<file path="src/include/rtc_wdog_cfg.svh">
`ifndef RTC_WDOG_CFG_SVH
`define RTC_WDOG_CFG_SVH

// ----------------------------------------
// Timing
// ----------------------------------------
`define CLK_HZ          32'h02FA_F080
`define BASE_HZ         32'h0000_0040
`define BASE_CNT_W      12
`define DIV_4HZ_MSB     3
`define DIV_QHZ_MSB     7
`define DIV_64TH_MSB    11
`define TICKS_PER_SEC   6'h3F
`define SECS_PER_MIN    6'h3B
`define PULSE_TICKS     4'h1

// ----------------------------------------
// Register map
// ----------------------------------------
`define ADDR_CTRL       8'h00
`define ADDR_FLAGS      8'h01
`define ADDR_WD_CTL     8'h35
`define ADDR_WD_VAL     8'h36

// ----------------------------------------
// Field positions, reset values and the watchdog stop count
// ----------------------------------------
`define CTL_SEC_EN      0
`define CTL_MIN_EN      1
`define WDC_EN          7
`define WDC_PULSE       5
`define WDC_SEL_HI      1
`define WDC_SEL_LO      0
`define FLG_TICK        7
`define FLG_WDOG        6
`define FLG_ALARM       4
`define WDC_SEL_RST     2'h3
`define WD_CNT_STOP     8'h01

`endif

</file>
<file path="src/include/rtc_wdog_pkg.sv">
package rtc_wdog_pkg;

    typedef enum logic [1:0]
    {
        SEL_64HZ   = 2'h0,
        SEL_4HZ    = 2'h1,
        SEL_QHZ    = 2'h2,
        SEL_64THHZ = 2'h3
    } wdog_sel_e;

    typedef enum logic
    {
        WD_IDLE = 1'h0,
        WD_RUN  = 1'h1
    } wdog_state_e;

endpackage : rtc_wdog_pkg

</file>
<file path="src/include/wdog_if.sv">
`timescale 1ns/1ns
interface wdog_if #(parameter int unsigned W = 8);
    logic         load;
    logic [W-1:0] value;
    logic         tick;
    logic         expire;
    logic         running;

    modport ctrl (output load, output value, output tick, input expire, input running);
    modport cnt  (input load, input value, input tick, output expire, output running);
endinterface : wdog_if

</file>
<file path="src/rtc_wdog_top.sv">
`timescale 1ns/1ns
`include "rtc_wdog_cfg.svh"
module rtc_wdog_top #(
    parameter int unsigned TICK_DIV = `CLK_HZ / `BASE_HZ
) (
    input  wire logic       clk_i,
    input  wire logic       rstn_i,
    input  wire logic [7:0] reg_addr_i,
    input  wire logic [7:0] reg_wdata_i,
    input  wire logic       reg_wr_i,
    input  wire logic       reg_rd_i,
    input  wire logic       alarm_event_i,
    output logic [7:0]      reg_rdata_o,
    output logic            interrupt_output_o,
    output logic            wdog_running_o
);

    // ----------------------------------------
    // Helpers
    // ----------------------------------------
    // One compare shared by the write and read decoders
    function automatic logic addr_is(input logic [7:0] addr, input logic [7:0] target);
        return (addr == target);
    endfunction : addr_is

    // Write-one-keeps, write-zero-clears, so clearing one flag never disturbs another
    function automatic logic and_clear(input logic old_v, input logic wr_v);
        return old_v && wr_v;
    endfunction : and_clear

    // Flag register image; spare positions stay zero
    function automatic logic [7:0] pack_flags(input logic tick, input logic wdog, input logic alarm);
        logic [7:0] v;
        v             = 8'h00;
        v[`FLG_TICK]  = tick;
        v[`FLG_WDOG]  = wdog;
        v[`FLG_ALARM] = alarm;
        return v;
    endfunction : pack_flags

    // ----------------------------------------
    // Address decode
    // ----------------------------------------
    logic wr_ctrl;
    logic wr_flags;
    logic wr_wdctl;
    logic wr_wdval;

    // Addresses are distinct, so the chain order carries no priority
    always_comb
    begin
        wr_ctrl  = 1'b0;
        wr_flags = 1'b0;
        wr_wdctl = 1'b0;
        wr_wdval = 1'b0;
        if (reg_wr_i && addr_is(reg_addr_i, `ADDR_CTRL))
        begin
            wr_ctrl = 1'b1;
        end
        else if (reg_wr_i && addr_is(reg_addr_i, `ADDR_FLAGS))
        begin
            wr_flags = 1'b1;
        end
        else if (reg_wr_i && addr_is(reg_addr_i, `ADDR_WD_CTL))
        begin
            wr_wdctl = 1'b1;
        end
        else if (reg_wr_i && addr_is(reg_addr_i, `ADDR_WD_VAL))
        begin
            wr_wdval = 1'b1;
        end
    end

    // ----------------------------------------
    // Tick sources and watchdog counter
    // ----------------------------------------
    logic       base_tick;
    logic [3:0] rate_tick;
    logic       sec_tick;
    logic       min_tick;

    // Tick chain runs from reset whatever the watchdog settings are
    rtc_tick_gen #(
        .TICK_DIV (TICK_DIV)
    ) u_tick (
        .clk_i       (clk_i),
        .rstn_i      (rstn_i),
        .base_tick_o (base_tick),
        .rate_tick_o (rate_tick),
        .sec_tick_o  (sec_tick),
        .min_tick_o  (min_tick)
    );

    wdog_if #(.W(8)) wd ();

    rtc_wdog_counter u_cnt (
        .clk_i  (clk_i),
        .rstn_i (rstn_i),
        .wd     (wd.cnt)
    );

    // ----------------------------------------
    // Control registers
    // ----------------------------------------
    logic                    sec_en_q, sec_en_d;
    logic                    min_en_q, min_en_d;
    logic                    wd_en_q, wd_en_d;
    logic                    pulse_sel_q, pulse_sel_d;
    // A select change mid-count applies from the next tick of the new rate
    rtc_wdog_pkg::wdog_sel_e sel_q, sel_d;

    always_comb
    begin
        sec_en_d    = sec_en_q;
        min_en_d    = min_en_q;
        wd_en_d     = wd_en_q;
        pulse_sel_d = pulse_sel_q;
        sel_d       = sel_q;
        if (wr_ctrl)
        begin
            sec_en_d = reg_wdata_i[`CTL_SEC_EN];
            min_en_d = reg_wdata_i[`CTL_MIN_EN];
        end
        if (wr_wdctl)
        begin
            wd_en_d     = reg_wdata_i[`WDC_EN];
            pulse_sel_d = reg_wdata_i[`WDC_PULSE];
            sel_d       = rtc_wdog_pkg::wdog_sel_e'(reg_wdata_i[`WDC_SEL_HI:`WDC_SEL_LO]);
        end
    end

    always_ff @(posedge clk_i or negedge rstn_i)
    begin
        if (!rstn_i)
        begin
            sec_en_q    <= 1'b0;
            min_en_q    <= 1'b0;
            wd_en_q     <= 1'b0;
            pulse_sel_q <= 1'b0;
            sel_q       <= rtc_wdog_pkg::wdog_sel_e'(`WDC_SEL_RST);
        end
        else
        begin
            sec_en_q    <= sec_en_d;
            min_en_q    <= min_en_d;
            wd_en_q     <= wd_en_d;
            pulse_sel_q <= pulse_sel_d;
            sel_q       <= sel_d;
        end
    end

    // Counter hookup; a load takes effect in the cycle after the write
    always_comb
    begin
        wd.load  = wr_wdval;
        wd.value = reg_wdata_i;
        wd.tick  = rate_tick[sel_q];
    end

    // ----------------------------------------
    // Event flags
    // ----------------------------------------
    logic tick_flag_q, tick_flag_d;
    logic wdog_timeout_flag_q, wdog_timeout_flag_d;
    logic alarm_match_flag_q, alarm_match_flag_d;
    logic tick_set;
    logic wdog_clear;

    // Hardware set wins over a same-cycle clear
    always_comb
    begin
        tick_set   = (sec_tick && sec_en_q) || (min_tick && min_en_q);
        wdog_clear = wr_wdval || (wr_flags && !reg_wdata_i[`FLG_WDOG]);
        tick_flag_d         = tick_flag_q;
        wdog_timeout_flag_d = wdog_timeout_flag_q;
        alarm_match_flag_d  = alarm_match_flag_q;
        if (wr_flags)
        begin
            tick_flag_d        = and_clear(tick_flag_q, reg_wdata_i[`FLG_TICK]);
            alarm_match_flag_d = and_clear(alarm_match_flag_q, reg_wdata_i[`FLG_ALARM]);
        end
        if (wdog_clear)
        begin
            wdog_timeout_flag_d = 1'b0;
        end
        if (tick_set)
        begin
            tick_flag_d = 1'b1;
        end
        if (alarm_event_i)
        begin
            alarm_match_flag_d = 1'b1;
        end
        if (wd.expire)
        begin
            wdog_timeout_flag_d = 1'b1;
        end
    end

    always_ff @(posedge clk_i or negedge rstn_i)
    begin
        if (!rstn_i)
        begin
            tick_flag_q         <= 1'b0;
            wdog_timeout_flag_q <= 1'b0;
            alarm_match_flag_q  <= 1'b0;
        end
        else
        begin
            tick_flag_q         <= tick_flag_d;
            wdog_timeout_flag_q <= wdog_timeout_flag_d;
            alarm_match_flag_q  <= alarm_match_flag_d;
        end
    end

    // ----------------------------------------
    // Interrupt output
    // ----------------------------------------
    logic [3:0] pulse_cnt_q, pulse_cnt_d;
    logic       int_q, int_d;
    logic       tick_int;
    logic       wdog_int;

    // Pulse length counted in 64 Hz ticks so it does not depend on clk rate
    always_comb
    begin
        pulse_cnt_d = pulse_cnt_q;
        if (tick_set)
        begin
            pulse_cnt_d = `PULSE_TICKS;
        end
        else if (base_tick && pulse_cnt_q != '0)
        begin
            pulse_cnt_d = pulse_cnt_q - 1'b1;
        end
        tick_int = pulse_sel_q ? (pulse_cnt_q != '0) : tick_flag_q;
        // Flag outlives a cleared enable; enabling later raises the pin at once
        wdog_int = wd_en_q && wdog_timeout_flag_q;
        int_d    = tick_int || wdog_int;
    end

    always_ff @(posedge clk_i or negedge rstn_i)
    begin
        if (!rstn_i)
        begin
            pulse_cnt_q <= '0;
            int_q       <= 1'b0;
        end
        else
        begin
            pulse_cnt_q <= pulse_cnt_d;
            int_q       <= int_d;
        end
    end

    assign interrupt_output_o = int_q;
    assign wdog_running_o     = wd.running;

    // ----------------------------------------
    // Read path
    // ----------------------------------------
    // Registered read data holds until the next read strobe
    logic [7:0] rdata_q, rdata_d;

    always_comb
    begin
        rdata_d = rdata_q;
        if (reg_rd_i)
        begin
            rdata_d = 8'h00;
            if (addr_is(reg_addr_i, `ADDR_CTRL))
            begin
                rdata_d[`CTL_SEC_EN] = sec_en_q;
                rdata_d[`CTL_MIN_EN] = min_en_q;
            end
            else if (addr_is(reg_addr_i, `ADDR_FLAGS))
            begin
                rdata_d = pack_flags(tick_flag_q, wdog_timeout_flag_q, alarm_match_flag_q);
            end
            else if (addr_is(reg_addr_i, `ADDR_WD_CTL))
            begin
                rdata_d[`WDC_EN]                  = wd_en_q;
                rdata_d[`WDC_PULSE]               = pulse_sel_q;
                rdata_d[`WDC_SEL_HI:`WDC_SEL_LO]  = sel_q;
            end
            // Value register and unmapped addresses read as zero
        end
    end

    always_ff @(posedge clk_i or negedge rstn_i)
    begin
        if (!rstn_i)
        begin
            rdata_q <= 8'h00;
        end
        else
        begin
            rdata_q <= rdata_d;
        end
    end

    assign reg_rdata_o = rdata_q;

endmodule : rtc_wdog_top

</file>
<file path="src/rtc_tick_gen.sv">
`timescale 1ns/1ns
`include "rtc_wdog_cfg.svh"
module rtc_tick_gen #(
    parameter int unsigned TICK_DIV = `CLK_HZ / `BASE_HZ
) (
    input  wire logic       clk_i,
    input  wire logic       rstn_i,
    output logic            base_tick_o,
    output logic [3:0]      rate_tick_o,
    output logic            sec_tick_o,
    output logic            min_tick_o
);
    localparam int unsigned PW = (TICK_DIV > 1) ? $clog2(TICK_DIV) : 1;

    logic [PW-1:0]          pre_q, pre_d;
    logic [`BASE_CNT_W-1:0] base_q, base_d;
    logic [5:0]             sub_q, sub_d;
    logic [5:0]             sec_q, sec_d;
    logic                   hit;
    logic                   sec_hit;

    // ----------------------------------------
    // Free-running 64 Hz chain
    // ----------------------------------------
    always_comb
    begin
        hit     = (pre_q == PW'(TICK_DIV - 1));
        sec_hit = hit && (sub_q == `TICKS_PER_SEC);
        pre_d   = hit ? '0 : pre_q + 1'b1;
        base_d  = hit ? base_q + 1'b1 : base_q;
        sub_d   = hit ? ((sub_q == `TICKS_PER_SEC) ? '0 : sub_q + 1'b1) : sub_q;
        sec_d   = sec_hit ? ((sec_q == `SECS_PER_MIN) ? '0 : sec_q + 1'b1) : sec_q;
    end

    always_ff @(posedge clk_i or negedge rstn_i)
    begin
        if (!rstn_i)
        begin
            pre_q  <= '0;
            base_q <= '0;
            sub_q  <= '0;
            sec_q  <= '0;
        end
        else
        begin
            pre_q  <= pre_d;
            base_q <= base_d;
            sub_q  <= sub_d;
            sec_q  <= sec_d;
        end
    end

    // Strobes indexed by select code
    assign base_tick_o    = hit;
    assign rate_tick_o[0] = hit;
    assign rate_tick_o[1] = hit && (base_q[`DIV_4HZ_MSB:0] == '1);
    assign rate_tick_o[2] = hit && (base_q[`DIV_QHZ_MSB:0] == '1);
    assign rate_tick_o[3] = hit && (base_q[`DIV_64TH_MSB:0] == '1);
    assign sec_tick_o     = sec_hit;
    assign min_tick_o     = sec_hit && (sec_q == `SECS_PER_MIN);

endmodule : rtc_tick_gen

</file>
<file path="src/rtc_wdog_counter.sv">
`timescale 1ns/1ns
`include "rtc_wdog_cfg.svh"
module rtc_wdog_counter (
    input  wire logic clk_i,
    input  wire logic rstn_i,
    wdog_if.cnt       wd
);
    rtc_wdog_pkg::wdog_state_e state_q, state_d;
    logic [7:0]                count_q, count_d;
    logic                      expire_q, expire_d;

    always_comb
    begin
        state_d  = state_q;
        count_d  = count_q;
        expire_d = 1'b0;
        if (wd.load)
        begin
            count_d = wd.value;
            state_d = (wd.value > `WD_CNT_STOP) ? rtc_wdog_pkg::WD_RUN : rtc_wdog_pkg::WD_IDLE;
        end
        else if (state_q == rtc_wdog_pkg::WD_RUN && wd.tick)
        begin
            count_d = count_q - 1'b1;
            if (count_d == `WD_CNT_STOP)
            begin
                state_d  = rtc_wdog_pkg::WD_IDLE;
                expire_d = 1'b1;
            end
        end
    end

    always_ff @(posedge clk_i or negedge rstn_i)
    begin
        if (!rstn_i)
        begin
            state_q  <= rtc_wdog_pkg::WD_IDLE;
            count_q  <= '0;
            expire_q <= 1'b0;
        end
        else
        begin
            state_q  <= state_d;
            count_q  <= count_d;
            expire_q <= expire_d;
        end
    end

    assign wd.expire  = expire_q;
    assign wd.running = (state_q == rtc_wdog_pkg::WD_RUN);

endmodule : rtc_wdog_counter

</file>
<file path="config.mk">
export PLATFORM = sky130hd
export DESIGN_NAME = rtc_wdog_top
export DESIGN_NICKNAME = d
export VERILOG_FILES = /design/src/include/rtc_wdog_pkg.sv /design/src/include/wdog_if.sv /design/src/rtc_wdog_top.sv /design/src/rtc_tick_gen.sv /design/src/rtc_wdog_counter.sv
export VERILOG_INCLUDE_DIRS = /design/src /design/src/include
export SDC_FILE = /design/constraint.sdc
export NUM_CORES = 1
export LEC_CHECK = 0
export ABC_AREA = 1
export BUFFER_PORTS_ARGS = -buffer_cell sky130_fd_sc_hd__buf_4
export CELL_PAD_IN_SITES_DETAIL_PLACEMENT = 1
export CELL_PAD_IN_SITES_GLOBAL_PLACEMENT = 1
export CORE_ASPECT_RATIO = 0.9
export CORE_MARGIN = 4
export CORE_UTILIZATION = 44
export DETAILED_ROUTE_END_ITERATION = 8
export GPL_TIMING_DRIVEN = 0
export PLACE_DENSITY_LB_ADDON = 0.1
export SLEW_MARGIN = 20
export SYNTH_ARGS = -nofsm -noshare
export SYNTH_HDL_FRONTEND = slang
export SYNTH_HIERARCHICAL = 1
export SYNTH_SLANG_ARGS = --single-unit
</file>
<file path="constraint.sdc">
create_clock -name clk_i -period 3 [get_ports clk_i]
set_input_delay 0 -clock clk_i [delete_from_list [all_inputs] [get_ports clk_i]]
set_output_delay 0 -clock clk_i [all_outputs]
set_load 0.005 [all_outputs]
</file>
==> impl_metrics.ini <==
[timing]
setup_slack_ps = 375
setup_viol_count_final = 0
period_needed_ps = 2630
slew_headroom_pct = 34.9
rsz0062_at_grt = no
fin_skew_ps = 11.3
setup_tns_ps = 0
fin_crit_sh_pct = 87.5
clock.fmax_mhz = 381
slew_violations = 0
tightestPinTransition_ps = 976
hold_viol_final = 0

[logic_synthesis]
synth.avg_cell_area_um2 = 7.19
synth_ff_type = dfrtp_1
synthesis.area_um2 = 4390
synth_seq_cells = 74
synthesis.instances = 611
yosysSeqAreaShare_pct = 42.2
synth_cell_type_count = 37
yosysWarnings = 6
synth_edf_count = 0
synthArstFlopShare_pct = 100

[global_routing]
grt_pass1_vias = 4164
grt_usage_pct = 21.1
antenna_found_initial = 0
grt_pass1_wl_mm = 19.7
grt_overflow = 0
grt_max_degree = 75

[floorplanning]
rows = 34
die_area_um2 = 11600
ios = 31
die_h_um = 103
coreArea_um2 = 9700
fp.dieW_um = 113
start_util_pct = 45.3

[hold_path]
min_path_type = input pin to register
hold_depth = 6
min_from = reg_addr_i[3]
hold_end = reg_rdata_o[6]

[power_and_ir_drop]
combPwrFrac_pct = 8.1
leakage_nw = 2.56
swShare_pct = 23.3
finalPower_mw = 2.17
p_seq_share_pct = 47.9
power_density_nw_per_um2 = 419
ir_drop_uv = 342
p_clk_share_pct = 44.0
p_switching_mw = 0.505
internal-power_mw = 1.66

[setup_path]
cp_data_required_time_ps = 3250
rr_worst_depth = 20
reg2reg_to = u_cnt/wd.running
cp-start-kind = register
critical_path_class = register to register
crit_top_cell = nand2_1
cp-end-kind = register
crit_chain = inv_1 -> ha_2 -> nand2_1 -> nor2_1 -> nand2_1 -> nor2_1 -> nand2_2 -> inv_1 -> buf_4 -> nand2_1 -> a32oi_1 -> nand2_1 -> nor2_1 -> nand3_1 -> nor2_1 -> nand2_1 -> nor2_1 -> nand2_1 -> nand2_1 -> nand2_1
worstReg2RegStart = u_tick/pre_q[1]
critPathTopFamily = simple AND/OR/NAND/NOR gates
cp_num_buf_inv = 3
crit_path_max_incr_delay_ps = 400
reg2reg_setup_slack_ps = 370
worstPathArrival_ps = 2880
cpMaxStageDelayCell = dfrtp_1
critPathMaxFanout = 7

[clocking]
numCtsBuffers = 9
cts_tree = done
h-tree-depth = 3
clk_latency_ps = 350
cts_buffer_depth = 2
cts.sinks = 74
cts-root-buf = clkbuf_8
clk_pin_slew_ps = 80

[routing]
wl_per_cell_um = 14.3
via_per_inst = 5.01
drt_wl_total_mm = 11.4
drtPass1Iterations = 4
drc = 0
initialDrtViolationCount = 152
vias = 3993
drtAntennaViolNets = 0

[placed_design]
port_buffers = 28
gp_congestion = 0.812
dp_hpwl_mm = 8.34
preCtsSetupSlack_ps = 249
dp.cells = 766

[run]
drv_cap = 0

[outcome]
status = complete, no violations

[finish]
utilization_pct = 53.3
drive_gt1_share_pct = 12.7
area_growth_pct = 17.8
num_antenna_cells = 0
nNetsFinal = 695
fillerInstances = 1263
finalNonFillerCells = 797
## routing by layer
metal | track usage, % | wire length (µm) | part of all wire, % | vias to the layer above
met5 | 0 | 0 | 0 | -
met4 | 6.28 | 133 | 1.2 | 0
met3 | 4.40 | 283 | 2.5 | 14
met2 | 35.1 | 5470 | 48 | 39
met1 | 28.2 | 5500 | 48 | 1931
li1 | - | - | - | 2009
## worst max path at each step
| stage | startpoint | end | cells after the start |
|---|---|---|---|
| after global routing | u_tick/pre_q[1] | u_cnt/wd.running | 20 |
| after floorplan | u_tick/pre_q[1] | u_cnt/wd.running | 20 |
| after detailed placement | u_tick/pre_q[1] | u_cnt/count_q[1] | 15 |
| after global placement | u_tick/pre_q[1] | u_cnt/count_q[3] | 15 |
| final | u_tick/pre_q[1] | u_cnt/wd.running | 20 |
| after CTS | u_tick/pre_q[1] | u_cnt/count_q[1] | 15 |
## Yosys cell counts, drive strengths merged (2+ instances only)
| library cell | number | share of area [%] |
|---|---|---|
| nand2 | 217 | 19 |
| nor2 | 87 | 8.7 |
| inv | 86 | 7.5 |
| dfrtp | 72 | 41 |
| nand3 | 46 | 5.9 |
| o21ai | 27 | 3.4 |
| xor2 | 11 | 2.2 |
| a21oi | 9 | 1.0 |
| ha | 8 | 2.3 |
| xnor2 | 8 | 1.6 |
| buf | 7 | 1.4 |
| nor3 | 7 | 1.1 |
| nand4 | 6 | 0.85 |
| o211ai | 5 | 0.85 |
| o221ai | 3 | 0.60 |
| dfstp | 2 | 1.2 |
| nand3b | 2 | 0.34 |
| o21bai | 2 | 0.34 |
## power by group through the flow
stage               Sequential [mW]  Clock [mW]  Combinational (mW)
floorplan                      1.05           0              0.0897
CTS                            1.04       0.984               0.177
finish                         1.04       0.954               0.175
detailed placement             1.06           0               0.164
global route                   1.04        1.03               0.200
global placement               1.06           0               0.156
## cell usage in the layout (no fill, tap or decap), types with 2 or more instances in the layout
cell type      count
nand2_1          213
dlygate4sd3_1     14
xnor2_1            8
o21bai_1           2
o21ai_1            9
clkbuf_8          10
nand3_4            2
nor2_1            73
dfrtp_1           72
nand2_2            4
o221ai_1           3
buf_4             33
a21oi_1            9
dfstp_2            2
inv_1             84
nor2_4             5
conb_1             2
nand3_1           42
nor2_2             9
nand3b_1           2
nand4_1            6
nor3_1             5
nand3_2            2
bufinv_16          3
o21ai_0           14
o211ai_1           5
o21ai_2            4
ha_1               7
xor2_1            11
## cells by family after synthesis
family                   after synthesis  share of synthesized area (%)
other                                  1                         0.0854
AO/OA/AOI/OAI                         49                           6.84
buffers and inverters                 93                           8.86
AND/OR/NAND/NOR                      367                           35.9
XOR/XNOR                              19                           3.79
flip-flops                            74                           42.2
adder cells (fa/ha/maj)                8                           2.28
## sequential cells by signal, indices dropped and copies added (netlist names), 2 cells and up
register / flops
pulse_cnt_q: 4
reg_rdata_o: 6
sel_q: 2
u_cnt/count_q: 8
u_tick/base_q: 12
u_tick/pre_q: 20
u_tick/sec_q: 6
u_tick/sub_q: 6
## worst min-delay path, cell delays in order
cell	delay [ps]
buf_4	80
nor2_1	50
nand3_1	70
nor2_1	80
nand3_1	80
nand2_1	50
## metrics by stage
| stage | cell area (µm²) | hold WS (ps) |
|---|---|---|
| after floorplan | 4400 | -296 |
| after CTS | 5150 | 68.3 |
| final | 5170 | 86.0 |
| after detailed placement | 4760 | 195 |
| after global placement | 4760 | 185 |
| after global routing | 5170 | 114 |
## cell type report
| class | count | area, µm² | area share (%) |
|---|---|---|---|
| clock buffer | 11 | 141 | 2.73 |
| timing repair buffer | 43 | 358 | 6.92 |
| clock inverter | 5 | 103 | 1.98 |
| sequential | 74 | 1850 | 35.8 |
| buffer | 7 | 61.3 | 1.19 |
| inverter | 86 | 328 | 6.34 |
| tap | 126 | 158 | 3.05 |
| multi-input combinational | 445 | 2170 | 41.9 |
## repair_timing
action | 4_1_cts | 5_1_grt
gates resized for setup | 0 | 5
hold buffers | 14 | 0
buffers inserted | 0 | 1
endpoints found under the hold margin | 94 | 0
setup endpoints to repair | 0 | 5
(Power assumes the default switching activity.)
